$ cat config.mk
export PLATFORM = sky130hd
export DESIGN_NAME = ckg_regs
export DESIGN_NICKNAME = d
export VERILOG_FILES = /design/src/hw/ckg_pkg.sv /design/src/hw/ckg_regs.sv
export VERILOG_INCLUDE_DIRS = /design/src /design/src/hw
export SDC_FILE = /design/constraint.sdc
export NUM_CORES = 1
export LEC_CHECK = 0
export ABC_AREA = 1
export BUFFER_PORTS_ARGS = -buffer_cell sky130_fd_sc_hd__buf_2
export CAP_MARGIN = 10
export CORE_MARGIN = 8
export CORE_UTILIZATION = 38
export CTS_CLUSTER_DIAMETER = 30
export DETAILED_ROUTE_END_ITERATION = 16
export SYNTH_ARGS = -nofsm -noshare
export SYNTH_HDL_FRONTEND = slang
export SYNTH_SLANG_ARGS = --single-unit
$ cat constraint.sdc
create_clock -name mclk -period 3.8 [get_ports mclk]
set_clock_uncertainty 0.15 [all_clocks]
set_input_delay 0.19 -clock mclk [delete_from_list [all_inputs] [get_ports mclk]]
set_output_delay 0.19 -clock mclk [all_outputs]
set_load 0.1 [all_outputs]
$ cat src/hw/ckg_consts.svh
// ckg_consts.svh: offsets, field positions and reset values of the clock generator
// configuration registers; assumes 16-bit register addressing on the serial port
`ifndef CKG_CONSTS_SVH
`define CKG_CONSTS_SVH
`define CKG_OFS_SETUP 16'h0000
`define CKG_OFS_REVISION 16'h0002
`define CKG_OFS_VARIANT 16'h0003
`define CKG_OFS_RDBK 16'h0004
`define CKG_OFS_TAG_LO 16'h0005
`define CKG_OFS_TAG_HI 16'h0006
`define CKG_OFS_PLL1 16'h0010
`define CKG_BIT_SOFT_RESET 5
`define CKG_BIT_BIT_ORDER 6
`define CKG_BIT_RDBK_ACTIVE 0
`define CKG_BIT_PD_SENSE 7
`define CKG_PUMP_MSB 6
`define CKG_PUMP_LSB 4
`define CKG_RST_SETUP 8'h00
`define CKG_RST_RDBK 8'h00
`define CKG_RST_TAG 8'h00
`define CKG_RST_PLL1 8'h7D
// arbitrary neutral values, not taken from any real part
`define CKG_REVISION_VAL 8'h11
`define CKG_VARIANT_VAL 8'h5A
`define CKG_DEV_ADDR 7'h2C
`define CKG_ACK_BIT 4'h8
`endif

$ cat src/hw/ckg_pkg.sv
// ckg_pkg: types shared by the clock generator configuration block
// assumes ckg_consts.svh carries all numeric constants
package ckg_pkg;
   typedef enum logic [2:0] {
      PH_IDLE,
      PH_DEV,
      PH_RA_HI,
      PH_RA_LO,
      PH_WDATA,
      PH_RDATA
   } ckg_phase_t;
endpackage : ckg_pkg

$ cat src/hw/ckg_regs.sv
// ckg_regs: serial-port (two-wire) configuration register bank of a clock generator
// assumes scl, sda and register_update come from outside mclk's domain; sda is open drain
// Notes on behaviour
// - writing one to setup bit 5 returns internal registers to defaults
// - soft reset bit clears itself on the next serial clock after the write
// - register 002 reads the silicon revision; writes are ignored
// - register 003 reads a fixed variant code distinguishing family members
// - bit 0 of 004 picks readback: zero buffered copies, one active registers
// - 16-bit user version tag at 005/006, default zero, no effect on behaviour
// - bit 7 of 010 sets phase detector sense, zero positive by default
// - bit-order setting at setup bit 6 is ignored on this port
`timescale 1ns/1ps
`include "ckg_consts.svh"
module ckg_regs (
   input wire logic mclk,
   input wire logic rstn,
   input wire logic scl,
   input wire logic sda_i,
   output logic sda_o,
   output logic sda_oe_n,
   input wire logic register_update,
   output logic phase_detector_sense,
   output logic [2:0] pump_current_select
);
   logic scl_s1_r, scl_s2_r, scl_d_r;
   logic sda_s1_r, sda_s2_r, sda_d_r;
   logic upd_s1_r, upd_s2_r, upd_d_r;
   logic scl_rise, scl_fall, start_det, stop_det, upd_rise;
   ckg_pkg::ckg_phase_t phase_r;
   logic [3:0] bitcnt_r;
   logic ack_slot_r;
   logic [7:0] rx_r;
   logic [7:0] tx_r;
   logic [15:0] addr_r;
   logic wr_stb_r;
   logic [15:0] wr_addr_r;
   logic [7:0] wr_data_r;
   logic [7:0] setup_r;
   logic [7:0] rdbk_r;
   logic [7:0] tag_lo_buf_r, tag_hi_buf_r, pll1_buf_r;
   logic [7:0] tag_lo_act_r, tag_hi_act_r, pll1_act_r;
   logic sreset_pend_r;
   logic [7:0] rd_word;

   // two flops before any logic looks at a pin
   always_ff @(posedge mclk or negedge rstn) begin
      if (!rstn) begin
         scl_s1_r <= 1'b1;
         scl_s2_r <= 1'b1;
         scl_d_r <= 1'b1;
         sda_s1_r <= 1'b1;
         sda_s2_r <= 1'b1;
         sda_d_r <= 1'b1;
         upd_s1_r <= 1'b0;
         upd_s2_r <= 1'b0;
         upd_d_r <= 1'b0;
      end else begin
         scl_s1_r <= scl;
         scl_s2_r <= scl_s1_r;
         scl_d_r <= scl_s2_r;
         sda_s1_r <= sda_i;
         sda_s2_r <= sda_s1_r;
         sda_d_r <= sda_s2_r;
         upd_s1_r <= register_update;
         upd_s2_r <= upd_s1_r;
         upd_d_r <= upd_s2_r;
      end
   end

   assign scl_rise = scl_s2_r & ~scl_d_r;
   assign scl_fall = ~scl_s2_r & scl_d_r;
   assign start_det = scl_s2_r & scl_d_r & sda_d_r & ~sda_s2_r;
   assign stop_det = scl_s2_r & scl_d_r & ~sda_d_r & sda_s2_r;
   assign upd_rise = upd_s2_r & ~upd_d_r;

   // read mux; buffered copies unless the readback select asks for active ones
   function automatic logic [7:0] rd_mux(input logic [15:0] a, input logic act);
      case (a)
         `CKG_OFS_SETUP: rd_mux = setup_r;
         `CKG_OFS_REVISION: rd_mux = `CKG_REVISION_VAL;
         `CKG_OFS_VARIANT: rd_mux = `CKG_VARIANT_VAL;
         `CKG_OFS_RDBK: rd_mux = rdbk_r;
         `CKG_OFS_TAG_LO: rd_mux = act ? tag_lo_act_r : tag_lo_buf_r;
         `CKG_OFS_TAG_HI: rd_mux = act ? tag_hi_act_r : tag_hi_buf_r;
         `CKG_OFS_PLL1: rd_mux = act ? pll1_act_r : pll1_buf_r;
         default: rd_mux = 8'h00;
      endcase
   endfunction : rd_mux

   // one fetch per read byte; the same word feeds the shifter and its first bit
   assign rd_word = rd_mux(addr_r, rdbk_r[`CKG_BIT_RDBK_ACTIVE]);

   // serial protocol engine: device address, two register address bytes, data bytes.
   // the transfer orientation is always msb first; setup bit 6 is never consulted
   always_ff @(posedge mclk or negedge rstn) begin
      if (!rstn) begin
         phase_r <= ckg_pkg::PH_IDLE;
         bitcnt_r <= 4'h0;
         ack_slot_r <= 1'b0;
         rx_r <= 8'h00;
         tx_r <= 8'h00;
         addr_r <= 16'h0000;
         sda_oe_n <= 1'b1;
         wr_stb_r <= 1'b0;
         wr_addr_r <= 16'h0000;
         wr_data_r <= 8'h00;
      end else begin
         wr_stb_r <= 1'b0;
         if (stop_det) begin
            phase_r <= ckg_pkg::PH_IDLE;
            sda_oe_n <= 1'b1;
         end else if (start_det) begin
            phase_r <= ckg_pkg::PH_DEV;
            bitcnt_r <= 4'h0;
            ack_slot_r <= 1'b0;
            sda_oe_n <= 1'b1;
         end else if (phase_r != ckg_pkg::PH_IDLE && scl_rise) begin
            if (bitcnt_r != `CKG_ACK_BIT) begin
               rx_r <= {rx_r[6:0], sda_s2_r};
               bitcnt_r <= bitcnt_r + 4'h1;
            end else if (ack_slot_r && phase_r == ckg_pkg::PH_RDATA && sda_s2_r) begin
               // host refused further data: go quiet until the next start
               phase_r <= ckg_pkg::PH_IDLE;
            end
         end else if (phase_r != ckg_pkg::PH_IDLE && scl_fall) begin
            if (bitcnt_r == `CKG_ACK_BIT && !ack_slot_r) begin
               ack_slot_r <= 1'b1;
               sda_oe_n <= 1'b0;
               case (phase_r)
                  ckg_pkg::PH_DEV: begin
                     if (rx_r[7:1] != `CKG_DEV_ADDR) begin
                        phase_r <= ckg_pkg::PH_IDLE;
                        sda_oe_n <= 1'b1;
                     end else if (rx_r[0]) begin
                        phase_r <= ckg_pkg::PH_RDATA;
                     end else begin
                        phase_r <= ckg_pkg::PH_RA_HI;
                     end
                  end
                  ckg_pkg::PH_RA_HI: begin
                     addr_r[15:8] <= rx_r;
                     phase_r <= ckg_pkg::PH_RA_LO;
                  end
                  ckg_pkg::PH_RA_LO: begin
                     addr_r[7:0] <= rx_r;
                     phase_r <= ckg_pkg::PH_WDATA;
                  end
                  ckg_pkg::PH_WDATA: begin
                     wr_stb_r <= 1'b1;
                     wr_addr_r <= addr_r;
                     wr_data_r <= rx_r;
                     addr_r <= addr_r + 16'h0001;
                  end
                  ckg_pkg::PH_RDATA: sda_oe_n <= 1'b1;
                  default: sda_oe_n <= 1'b1;
               endcase
            end else if (ack_slot_r) begin
               ack_slot_r <= 1'b0;
               bitcnt_r <= 4'h0;
               if (phase_r == ckg_pkg::PH_RDATA) begin
                  tx_r <= rd_word;
                  sda_oe_n <= rd_word[7];
                  addr_r <= addr_r + 16'h0001;
               end else begin
                  sda_oe_n <= 1'b1;
               end
            end else if (phase_r == ckg_pkg::PH_RDATA) begin
               // bitcnt counts bits already clocked out
               sda_oe_n <= (bitcnt_r == `CKG_ACK_BIT) ? 1'b1 : tx_r[3'(7 - bitcnt_r)];
            end
         end
      end
   end

   // the pin is only ever pulled low; the level comes from the enable
   always_ff @(posedge mclk or negedge rstn) begin
      if (!rstn) begin
         sda_o <= 1'b0;
      end else begin
         sda_o <= 1'b0;
      end
   end

   // setup byte and soft reset sequencing; the mirrored nibble is stored as written,
   // the device never repairs a host that breaks the mirror
   always_ff @(posedge mclk or negedge rstn) begin
      if (!rstn) begin
         setup_r <= `CKG_RST_SETUP;
         sreset_pend_r <= 1'b0;
      end else if (wr_stb_r && wr_addr_r == `CKG_OFS_SETUP) begin
         setup_r <= wr_data_r;
         sreset_pend_r <= wr_data_r[`CKG_BIT_SOFT_RESET];
      end else if (sreset_pend_r && scl_rise) begin
         setup_r[`CKG_BIT_SOFT_RESET] <= 1'b0;
         sreset_pend_r <= 1'b0;
      end
   end

   // buffered and active copies; soft reset restores both but leaves the setup byte
   always_ff @(posedge mclk or negedge rstn) begin
      if (!rstn) begin
         rdbk_r <= `CKG_RST_RDBK;
         tag_lo_buf_r <= `CKG_RST_TAG;
         tag_hi_buf_r <= `CKG_RST_TAG;
         pll1_buf_r <= `CKG_RST_PLL1;
         tag_lo_act_r <= `CKG_RST_TAG;
         tag_hi_act_r <= `CKG_RST_TAG;
         pll1_act_r <= `CKG_RST_PLL1;
      end else if (sreset_pend_r && scl_rise) begin
         rdbk_r <= `CKG_RST_RDBK;
         tag_lo_buf_r <= `CKG_RST_TAG;
         tag_hi_buf_r <= `CKG_RST_TAG;
         pll1_buf_r <= `CKG_RST_PLL1;
         tag_lo_act_r <= `CKG_RST_TAG;
         tag_hi_act_r <= `CKG_RST_TAG;
         pll1_act_r <= `CKG_RST_PLL1;
      end else begin
         if (wr_stb_r) begin
            case (wr_addr_r)
               `CKG_OFS_RDBK: rdbk_r <= {7'h00, wr_data_r[`CKG_BIT_RDBK_ACTIVE]};
               `CKG_OFS_TAG_LO: tag_lo_buf_r <= wr_data_r;
               `CKG_OFS_TAG_HI: tag_hi_buf_r <= wr_data_r;
               `CKG_OFS_PLL1: pll1_buf_r <= wr_data_r;
               default: rdbk_r <= rdbk_r;
            endcase
         end
         if (upd_rise) begin
            tag_lo_act_r <= tag_lo_buf_r;
            tag_hi_act_r <= tag_hi_buf_r;
            pll1_act_r <= pll1_buf_r;
         end
      end
   end

   // pll controls follow the active copy only; the tag drives nothing
   always_ff @(posedge mclk or negedge rstn) begin
      if (!rstn) begin
         phase_detector_sense <= 1'b0;
         pump_current_select <= 3'h0;
      end else begin
         phase_detector_sense <= pll1_act_r[`CKG_BIT_PD_SENSE];
         pump_current_select <= pll1_act_r[`CKG_PUMP_MSB:`CKG_PUMP_LSB];
      end
   end
endmodule : ckg_regs

==> summary.md, run 1 <==
| Metric | Value |
|---|---|
| Antenna violations before repair | 0 |
| Synth unique cells | 48 |
| Worst min path class | reg2reg |
| Critical Path Start | bitcnt_r[0] |
| Top fanout value on the critical path | 32 |
| Post-Route WL | ~16,000 µm |
| # DRC | 0 |
| Sink Count | 136 |
| Number of global-route vias before repair | 5,314 |
| # port buffers | 9 |
| Routed len/inst | 14.4 µm |
| Period utilization | ~70% |
| Nets@finish | between 800 and 900 |
| Worst setup path endpoint | wr_addr_r[13] |
| H-Tree Depth | 4 |
| Seq/Total Area, Yosys | 48.7% |
| First-pass GRT wire length | 26,800 µm |
| Clk Latency, worst-skew pair | 0.43 ns |
| Synthesized cell area | between 7000 and 8000 µm² |
| Critical path arrival | ~2.8 ns |
| Fin. Hold Viols | 0 |
| RSZ-0062 raised after global routing | no |
| Pwr/cell area | a little over 400 nW/µm² |
| Tot GR Track Use | 14.2% |
| Die X | around 150 µm |
| Leakage | 3.76 nW |
| Fillers | 1,795 |
| Req. time, crit path | just under 4 ns |
| Tmin final | 2.66 ns |
| Ranking of synthesized cells by area | dfrtp_1 (42%), nand2_1 (16%), dfstp_2 (7.1%) |
| Clk root buf | clkbuf_16 |
| Most frequent cells after synthesis | nand2_1 (297), dfrtp_1 (117), o21ai_0 (70) |
| Clock buffer depth | 2 |
| Site Rows | 49 |
| Antenna cell count | 0 |
| Mapped Nets | between 800 and 900 |
| Hold slack final | 0.202 ns |
| CP Capture Type | flip-flop |
| Post-DP HPWL | 10,700 µm |
| Type of the worst setup path | reg2reg |
| P&R area growth vs syn | 11.8% |
| EDFF count, synth | 0 |
| Async set-reset flop share out of synthesis | 100% |
| Clk pin slew, worst setup/hold paths | about 0.060 ns |
| Most numerous cell in the Yosys netlist | nand2_1 |
| Area share of the largest cell type after synthesis | 41.6% |
| Max-cap viol count | 0 |
| Slew Limit Fails | 0 |
| R2r startpoint | bitcnt_r[0] |
| Final ANT Viol Nets | 0 |
| Cells after synthesis | around 850 |
| Status | finished, final reports clean |
| Flop-to-flop setup slack | around 1.1 ns |
| Via density | 4.92 |
| Avg Cell Area, Syn | 8.26 µm² |
| Peak VDD IR | between 0.2 and 0.3 mV |
| Setup bufs post-CTS | 0 |
| Startpoint types | flip-flop |
| Slew headroom | 34.3% |
| Cts repair resizes | 0 |
| Syn. warnings | 0 |
| I/O pin count | 11 |
| Final Setup Violations | 0 |
| Slew @ Worst Pin | 0.979 ns |
| Reg2reg path depth | 8 |
| Core area | 18,100 µm² |
| Most used DFF post-synth | dfrtp_1 |
| Aggregate global routing overflow | 0 |
| Placer Congestion | around 0.83 |
| Vias after detailed routing | roughly 5,400 |
| Die H | about 150 µm |
| TritonCTS Buffers | 17 |
| Worst R2R End | wr_addr_r[13] |
| #FFs+latches synth | 136 |
| Drt initial violations | 393 |
| Pre-antenna DRT Iters | 5 |
| Share of layout cells above drive strength 1 | 16.6% |
| FMAX | between 0.3 and 0.4 GHz |
| Largest net degree at the start of global routing | 91 |
| DIE AREA | 23,100 µm² |
| Library cell with the largest summed area after synthesis | dfrtp_1 |
| Initial core utilization | 38.9% |
| Setup_tns | 0 ns |
| CTS tree | done |
-- metrics by stage --
stage	util [%]	power, mW	setup slack [ns]	instances	cell area, µm²
floorplan	-	1.54	1.96	853	7040
global placement	40.0	1.58	1.19	1068	7240
detailed placement	40.0	1.58	1.13	1068	7240
CTS	43.5	3.27	1.12	1104	7870
global route	43.5	3.35	0.917	1104	7870
finish	43.5	3.23	1.14	1104	7870
-- worst min path at each step --
stage / cells after the start / start / to / slack, ns
final: 0 / upd_s1_r / upd_s2_r / 0.20
after floorplan: 0 / rstn / ack_slot_r / -0.26
after CTS: 0 / upd_s1_r / upd_s2_r / 0.20
after global placement: 1 / sda_i / sda_s1_r / 0.15
after detailed placement: 1 / sda_i / sda_s1_r / 0.15
after global routing: 0 / sda_s1_r / sda_s2_r / 0.21
-- area by class of cell --
type | count | area (µm²) | share of cell area [%]
Clock buffer | 24 | 502 | 6.37
Clock inverter | 8 | 92.6 | 1.18
Inverter | 82 | 333 | 4.23
Multi-Input combinational cell | 606 | 3100 | 39.3
Sequential cell | 136 | 3430 | 43.5
Tap cell | 229 | 287 | 3.64
Timing Repair Buffer | 19 | 136 | 1.73
-- sequential cells by signal, indices dropped and copies added, names as in the netlist, 3 cells and up --
register	cells
phase_r	3
addr_r	16
pump_current_select	3
wr_addr_r	16
setup_r	7
pll1_act_r	8
rx_r	8
tag_hi_buf_r	8
tx_r	8
pll1_buf_r	8
wr_data_r	8
tag_hi_act_r	8
tag_lo_buf_r	8
bitcnt_r	4
tag_lo_act_r	8
-- where the power goes --
part	switching, mW	leakage [nW]	internal [mW]
clock network	0.624	0.296	1.05
registers	0.00843	1.82	1.46
logic	0.0706	1.64	0.0178
-- timing repair --
action / 4_1_cts / 5_1_grt
setup endpoints to repair: 0 / 0
hold buffers: 4 / 0
endpoints found under the hold margin: 76 / 0
-- worst max-delay path: stages (launching register included) --
cell and delay (ns):
dfrtp_1 0.42, clkinv_1 0.16, ha_1 0.22, nand3_4 0.13, nor2_8 0.16, nand4_2 0.68
buf_4 0.47, nand2_1 0.09, o21ai_2 0.05
-- per-layer routing --
layer	part of all wire [%]	wire (µm)	global-route usage [%]
met2	46	7330	22.7
met5	0	0	0
met3	3.3	517	3.86
met1	49	7790	18.4
met4	1.5	238	4.52
-- logic make-up (layout without fill, tap and decap cells) --
family,after synthesis,count (layout),synth area share [%]
buffers and inverters,111,133,7.36
AND/OR/NAND/NOR,444,444,29.5
AO/OA/AOI/OAI,143,143,11.6
XOR/XNOR,4,4,0.498
other,1,1,0.0533
flip-flops,136,136,48.7
adder cells (fa/ha/maj),6,6,1.07
multiplexers,8,8,1.26
-- layout by cell type (no fill, tap or decap), types with 4 or more instances in the layout --
cell type      Yosys  routed
dfstp_2           19      19
inv_1             66      66
mux2_2             7       7
ha_1               6       6
clkbuf_8           0       5
nand2_1          297     297
nor3_1             7       7
nand2_4            5       5
nand2_2            8       8
nand4_1           10      10
nand2_8            4       4
buf_2             14       8
o21ai_1           29      29
o211ai_1           9       9
inv_2             10      10
o21ai_0           70      70
dlygate4sd3_1      0       4
clkbuf_16          0      17
nand3_1           50      50
o21ai_2           17      17
nor2_4             4       4
dfrtp_1          117     117
nor2_1            35      35
clkinv_2           0       5
nor2_2             9       9
a21oi_1           13      13
buf_4              3       6
Note: power is estimated with default switching activity, not from simulation.
==> run 2: changes to the inputs <==
--- a/config.mk
+++ b/config.mk
@@ -6,7 +6,7 @@
 export SDC_FILE = /design/constraint.sdc
 export NUM_CORES = 1
 export LEC_CHECK = 0
-export ABC_AREA = 1
+export ABC_AREA = 0
 export BUFFER_PORTS_ARGS = -buffer_cell sky130_fd_sc_hd__buf_2
 export CAP_MARGIN = 10
 export CORE_MARGIN = 8
==> constraint.sdc (replaced) <==
create_clock -name mclk -period 2.8 [get_ports mclk]
set_clock_uncertainty 0.15 [all_clocks]
set_input_delay 0.14 -clock mclk [delete_from_list [all_inputs] [get_ports mclk]]
set_output_delay 0.14 -clock mclk [all_outputs]
set_load 0.1 [all_outputs]
==> summary.md, run 2 <==
| Metric | Value |
|---|---|
| Synth unique cells | 76 (+58%) |
| Tot GR Track Use | 15.4% (+1.1 points) |
| Placer Congestion | 0.847 (+1.8%) |
| Clk root buf | clkbuf_16 |
| Sink Count | 136 (unchanged) |
| Leakage | 3.50 nW (-6.8%) |
| Avg Cell Area, Syn | 10.4 µm² (+26%) |
| Slew @ Worst Pin | 1.03 ns (+0.0553 ns) |
| Via density | 5.59 (+14%) |
| Aggregate global routing overflow | 0 (unchanged) |
| Power Internal | 3.36 mW (+33%) |
| Hold slack final | 0.107 ns (-0.0953 ns) |
| P&R area growth vs syn | 13.1% |
| Post-Route WL | 16,200 µm (+1.9%) |
| Final WS setup | 0.182 ns (-0.961 ns) |
| Startpoint types | flip-flop |
| # port buffers | 9 (unchanged) |
| Top fanout value on the critical path | 6 (-81%) |
| Clk pin slew, worst setup/hold paths | 0.06 ns (about the same) |
| H-Tree Depth | 4 (unchanged) |
| Most frequent cells after synthesis | dfrtp_1 (117), nand2_1 (94), nor2_1 (48) |
| Final ANT Viol Nets | 0 (unchanged) |
| Nets@finish | 665 (-24%) |
| EDFF count, synth | 0 (unchanged) |
| Pre-antenna DRT Iters | 6 (+1) |
| Period utilization | 93.5% (+24 points) |
| Cts repair resizes | 0 (unchanged) |
| Post-DP HPWL | 11,000 µm (+2.6%) |
| Slew headroom | 31.1% (-3.2 points) |
| Logic pwr share | 3.1% (+0.4 points) |
| Routed len/inst | 18.1 µm (+26%) |
| Die X | 149 µm (-2.1%) |
| Most numerous cell in the Yosys netlist | dfrtp_1 |
| CP Capture Type | flip-flop |
| Final Setup Violations | 0 (unchanged) |
| Most frequent cells in the layout | dfrtp_1 (117), nand2_1 (94), nor2_1 (48) |
| Die H | 149 µm (-2.1%) |
| Antenna violations before repair | 0 (unchanged) |
| Type of the worst setup path | reg2reg |
| Pre-CTS worst setup slack | 0.247 ns (-0.886 ns) |
| Fin. Hold Viols | 0 (unchanged) |
| RSZ-0062 raised after global routing | no |
| CTS tree | done |
| DIE AREA | 22,200 µm² (-4.1%) |
| Critical path arrival | 2.82 ns (about the same) |
| Fin cells | 892 (-19%) |
| Peak VDD IR | 0.346 mV (+24%) |
| CP Cell Sequence | inv_1 -> ha_1 -> or4b_1 -> nor4_2 -> a22oi_1 -> nand4_1 -> o221a_1 |
| Clock buffer depth | 2 (unchanged) |
| Share of layout cells above drive strength 1 | 19.2% (+2.6 points) |
| Placed cells | 856 (-20%) |
| I/O pin count | 11 (unchanged) |
| Vias after detailed routing | 4,984 (-8.2%) |
| Switching Share | 22.0% (+0.28 points) |
| Status | finished, final reports clean |
| Area share of the largest cell type after synthesis | 43.6% (+2.0 points) |
| Antenna cell count | 0 (unchanged) |
| Clk Latency, worst-skew pair | 0.43 ns (about the same) |
| Pwr/cell area | 566 nW/µm² (+38%) |
| # DRC | 0 (unchanged) |
| Clock network fraction of total power | 49.9% (-1.8 points) |
| Crit path max-delay family | simple AND/OR/NAND/NOR gates |
| Slowest cell on crit path | nor4_2 |
| Site Rows | 48 (-2.0%) |
| Mapped Nets | 656 (-24%) |
| Syn. warnings | 0 (unchanged) |
| Largest registers | addr_r: 16 flops, wr_addr_r: 16 flops |
| FMAX | 0.382 GHz (+1.5%) |
| Req. time, crit path | 3.01 ns (-0.96 ns) |
| Worst min path class | in2async |
| Share of power burned in registers | 47.1% (+1.5 points) |
| Largest net degree at the start of global routing | 76 (-16%) |
| Buf/Inv on CP | 1 (-1) |
| Fillers | 1,605 (-11%) |
| Tmin final | 2.62 ns (-0.0391 ns) |
| Design Power | 4.31 mW (+33%) |
| Initial core utilization | 38.9% (-0.075 points) |
| Max-cap viol count | 0 (unchanged) |
| TritonCTS Buffers | 17 (unchanged) |
| Seq/Total Area, Yosys | 51.0% (+2.3 points) |
| Most used DFF post-synth | dfrtp_1 |
| Largest incremental delay on the critical path | 0.55 ns (-0.13 ns) |
| Core area | 17,300 µm² (-4.4%) |
| Setup_tns | 0 ns (unchanged) |
| Net Switching | 0.949 mW (+35%) |
| Slew Limit Fails | 0 (unchanged) |
| Synthesized cell area | 6720 µm² (-4.5%) |
| Library cell with the largest summed area after synthesis | dfrtp_1 |
| Number of global-route vias before repair | 4,967 (-6.5%) |
| #FFs+latches synth | 136 (unchanged) |
| Async set-reset flop share out of synthesis | 100% (unchanged) |
| Ranking of synthesized cells by area | dfrtp_1 (44%), dfstp_2 (7.4%), mux2_2 (6.4%) |
| Cells after synthesis | 645 (-24%) |
| Commonest non-fill, non-tap cell in the layout | dfrtp_1 |
| First-pass GRT wire length | 26,800 µm (-0.26%) |
| Drt initial violations | 396 (+0.76%) |
## run 2: cell count changes in the layout (fill, tap and decap cells not counted), sizes merged, moves of 7 or more
| cell | previous run | this run |
|---|---|---|
| nand2b | 0 | 7 |
| nand3 | 53 | 19 |
| mux2 | 7 | 50 |
| nand2 | 314 | 94 |
| o211ai | 9 | 0 |
| mux2i | 1 | 29 |
| inv | 77 | 11 |
| a21oi | 15 | 47 |
| a22oi | 0 | 9 |
| a21o | 0 | 8 |
| nor4 | 1 | 8 |
| nand4 | 12 | 5 |
| o21ai | 116 | 31 |
| buf | 15 | 24 |
## run 2: path summary, 6_finish.rpt
kind,start,endpoint,slack [ns],cells past startpoint
setup / recovery,addr_r[1],tx_r[3],0.18,7
hold / removal,rstn,upd_s1_r,0.11,2
setup reg to reg,addr_r[1],tx_r[3],0.18,7
hold reg to reg,sda_s1_r,sda_s2_r,0.21,0
max in group asynchronous,rstn,sda_oe_n,1.54,3
min in group mclk,sda_s1_r,sda_s2_r,0.21,0
## run 2: repair_timing
action / in CTS / in global routing
hold buffers: 4 / 0
hold endpoints to repair: 64 / 0
buffers inserted: 0 / 0
## run 2: layer usage
layer | GRT usage, % | routed length (µm)
met3 | 4.00 | 744
met4 | 6.16 | 296
met1 | 20.0 | 7450
met2 | 24.0 | 7690
met5 | 0 | 0
## run 2: logic make-up after synthesis
group	Yosys count	share of synthesized area (%)
xor+xnor	4	0.521
buf+inv	49	3.31
compound gates	138	13.2
flops	136	51.0
simple gates	230	17.4
other cells	1	0.0558
mux	81	13.4
fa+ha+maj	6	1.12
## run 2: worst register-to-register path, delay by kind of cell, from the launching register on
family / cells / cell delay (ns)
simple gates: 3 / 1.19
compound gates: 2 / 0.33
buf+inv: 1 / 0.15
fa+ha+maj: 1 / 0.30
flops: 1 / 0.43
## run 2: metrics by stage
stage / cell area, µm² / utilization (%)
floorplan: 6720 / -
global placement: 7000 / 40.5
detailed placement: 7000 / 40.5
CTS: 7600 / 44.0
global route: 7600 / 44.0
finish: 7600 / 44.0
## run 2: power by group through the flow
stage	sequential, mW	combinational (mW)	clock, mW
after global routing	2.03	0.148	2.27
after CTS	2.03	0.135	2.19
final	2.03	0.132	2.15
after floorplan	2.05	0.0684	0
after detailed placement	2.06	0.130	0
after global placement	2.06	0.129	0
## run 2: final cells by class
type                       instances  area [µm²]  share of cell area (%)
clock buffer                      23         458                    6.02
clock inverter                     9         101                    1.33
inverter                          11        41.3                   0.543
multi-input combinational        460        3080                    40.5
sequential                       136        3430                    45.1
tap                              225         282                    3.70
timing repair buffer              28         216                    2.85
==> run 3: changes to the inputs <==
--- a/config.mk
+++ b/config.mk
@@ -13,6 +13,7 @@
 export CORE_UTILIZATION = 38
 export CTS_CLUSTER_DIAMETER = 30
 export DETAILED_ROUTE_END_ITERATION = 16
+export SETUP_SLACK_MARGIN = 0.5
 export SYNTH_ARGS = -nofsm -noshare
 export SYNTH_HDL_FRONTEND = slang
 export SYNTH_SLANG_ARGS = --single-unit
==> summary.md, run 3 (synthesis gave the netlist of run 2 again) <==
| Metric | Value |
|---|---|
| I/O pin count | 11 (unchanged) |
| Clk Latency, worst-skew pair | 0.43 ns (about the same) |
| Req. time, crit path | 3.01 ns (about the same) |
| Die X | 149 µm (unchanged) |
| # port buffers | 9 (unchanged) |
| CP Cell Sequence | or4_4 -> buf_12 -> nor4_4 -> a22oi_1 -> nand4_1 -> o221a_1 |
| Slowest cell on crit path | or4_4 |
| # DRC | 0 (unchanged) |
| Initial core utilization | 38.9% (unchanged) |
| Antenna violations before repair | 0 (unchanged) |
| Setup_tns | 0 ns (unchanged) |
| Sink Count | 136 (unchanged) |
| Final WS setup | 0.477 ns (+0.294 ns) |
| H-Tree Depth | 4 (unchanged) |
| Pre-CTS worst setup slack | 0.247 ns (unchanged) |
| Leakage | 3.63 nW (+3.6%) |
| Critical path arrival | 2.53 ns (-0.29 ns) |
| Placer Congestion | 0.847 (unchanged) |
| Number of global-route vias before repair | 5,017 (+1.0%) |
| Post-layout util | 45.8% (+1.8 points) |
| Type of the worst setup path | reg2reg |
| Fin cells | 911 (+2.1%) |
| Routed len/inst | 18.2 µm (+0.42%) |
| Die H | 149 µm (unchanged) |
| Final Setup Violations | 0 (unchanged) |
| Nets@finish | 684 (+2.9%) |
| Slew @ Worst Pin | 1.05 ns (+0.0117 ns) |
| Vias after detailed routing | 5,078 (+1.9%) |
| Largest net degree at the start of global routing | 76 (unchanged) |
| Period utilization | 83.0% (-11 points) |
| Slew headroom | 30.3% (-0.78 points) |
| Post-Route WL | 16,600 µm (+2.6%) |
| P&R area growth vs syn | 17.8% |
| Commonest non-fill, non-tap cell in the layout | dfrtp_1 |
| Largest incremental delay on the critical path | 0.61 ns (+0.06 ns) |
| Slew Limit Fails | 0 (unchanged) |
| Status | finished, final reports clean |
| Fillers | 1,573 (-2.0%) |
| Most frequent cells in the layout | dfrtp_1 (111), nand2_1 (93), a21oi_1 (46) |
| Startpoint types | flip-flop |
| Largest registers | addr_r: 16 flops, wr_addr_r: 16 flops |
| Antenna cell count | 0 (unchanged) |
| Top fanout value on the critical path | 5 (-1) |
| Clk root buf | clkbuf_16 |
| CTS tree | done |
| Clk pin slew, worst setup/hold paths | 0.06 ns (about the same) |
| Aggregate global routing overflow | 0 (unchanged) |
| Drt initial violations | 446 (+13%) |
| Peak VDD IR | 0.325 mV (-6.0%) |
| Share of layout cells above drive strength 1 | 25.5% (+6.3 points) |
| Placed cells | 856 (unchanged) |
| Pre-antenna DRT Iters | 5 (-1) |
| Max-cap viol count | 0 (unchanged) |
| Tmin final | 2.32 ns (-0.294 ns) |
| Core area | 17,300 µm² (unchanged) |
| Fin. Hold Viols | 0 (unchanged) |
| FMAX | 0.430 GHz (+13%) |
| DIE AREA | 22,200 µm² (unchanged) |
| Crit path max-delay family | simple AND/OR/NAND/NOR gates |
| CP Capture Type | flip-flop |
| First-pass GRT wire length | 27,100 µm (+1.3%) |
| RSZ-0062 raised after global routing | yes |
| Worst min path class | in2async |
| Clock buffer depth | 2 (unchanged) |
| Buf/Inv on CP | 1 (unchanged) |
| TritonCTS Buffers | 17 (unchanged) |
| Via density | 5.57 (-0.24%) |
| Tot GR Track Use | 15.5% (+0.16 points) |
| Site Rows | 48 (unchanged) |
| Final ANT Viol Nets | 0 (unchanged) |
| Pwr/cell area | 545 nW/µm² (-3.7%) |
| Post-DP HPWL | 11,000 µm (unchanged) |
[run 3: cell types whose count changed in the layout (fill, tap and decap cells not counted), moves of 3 or more]
cell	previous run	this run
buf_4	14	32
dfrtp_1	117	111
dfrtp_2	0	6
nor2_1	48	42
nor2_2	0	5
nor4_4	1	4
[run 3: metrics by stage]
step / instance area (µm²) / hold WS [ns] / power [mW]
CTS: 7730 / 0.130 / 4.35
detailed placement: 7000 / 0.00718 / 2.19
floorplan: 6720 / -0.306 / 2.12
global placement: 7000 / -0.000256 / 2.19
global route: 7920 / 0.151 / 4.45
finish: 7920 / 0.102 / 4.32
[run 3: cell type report]
cell class	count	area (µm²)	share of cell area, %
Tap cell	225	282	3.56
Clock inverter	9	101	1.28
Timing Repair Buffer	47	372	4.69
Multi-Input combinational cell	460	3230	40.8
Sequential cell	136	3430	43.4
Inverter	11	41.3	0.521
Clock buffer	23	458	5.78
[run 3: power by group]
group	internal (mW)	total [mW]	leakage (nW)	switching, mW
clock	1.33	2.16	0.275	0.832
sequential	1.99	2.03	1.81	0.0365
combinational	0.0427	0.133	1.54	0.0902
[run 3: repair_timing]
| action | 4_1_cts | 5_1_grt |
|---|---|---|
| endpoints found under the hold margin | 64 | 0 |
| buffers inserted | 5 | 14 |
| gates resized for setup | 14 | 24 |
| hold buffers | 4 | 0 |
| endpoints found under the setup margin | 48 | 55 |
| pin swaps | 5 | 11 |
[run 3: routing by layer]
layer  part of all wire, %  GRT usage (%)
met1                    46           20.3
met2                    47           24.3
met3                   4.6           3.70
met4                   1.8           6.01
met5                     0              0
[run 3: path summary, 6_finish.rpt]
| kind | start | endpoint | slack, ns | depth (start not counted) |
|---|---|---|---|---|
| max | addr_r[11] | tx_r[3] | 0.48 | 6 |
| min | rstn | upd_s1_r | 0.10 | 2 |
| max reg2reg | addr_r[11] | tx_r[3] | 0.48 | 6 |
| min reg2reg | sda_s1_r | sda_s2_r | 0.20 | 0 |
| max in group asynchronous | rstn | scl_s2_r | 1.54 | 3 |
| min in group mclk | scl | scl_s1_r | 0.20 | 2 |
[run 3: worst register-to-register path, cell delays in order, from the launching register on]
cell and delay (ns):
dfrtp_2 0.43, or4_4 0.61, buf_12 0.17, nor4_4 0.43
a22oi_1 0.16, nand4_1 0.13, o221a_1 0.18
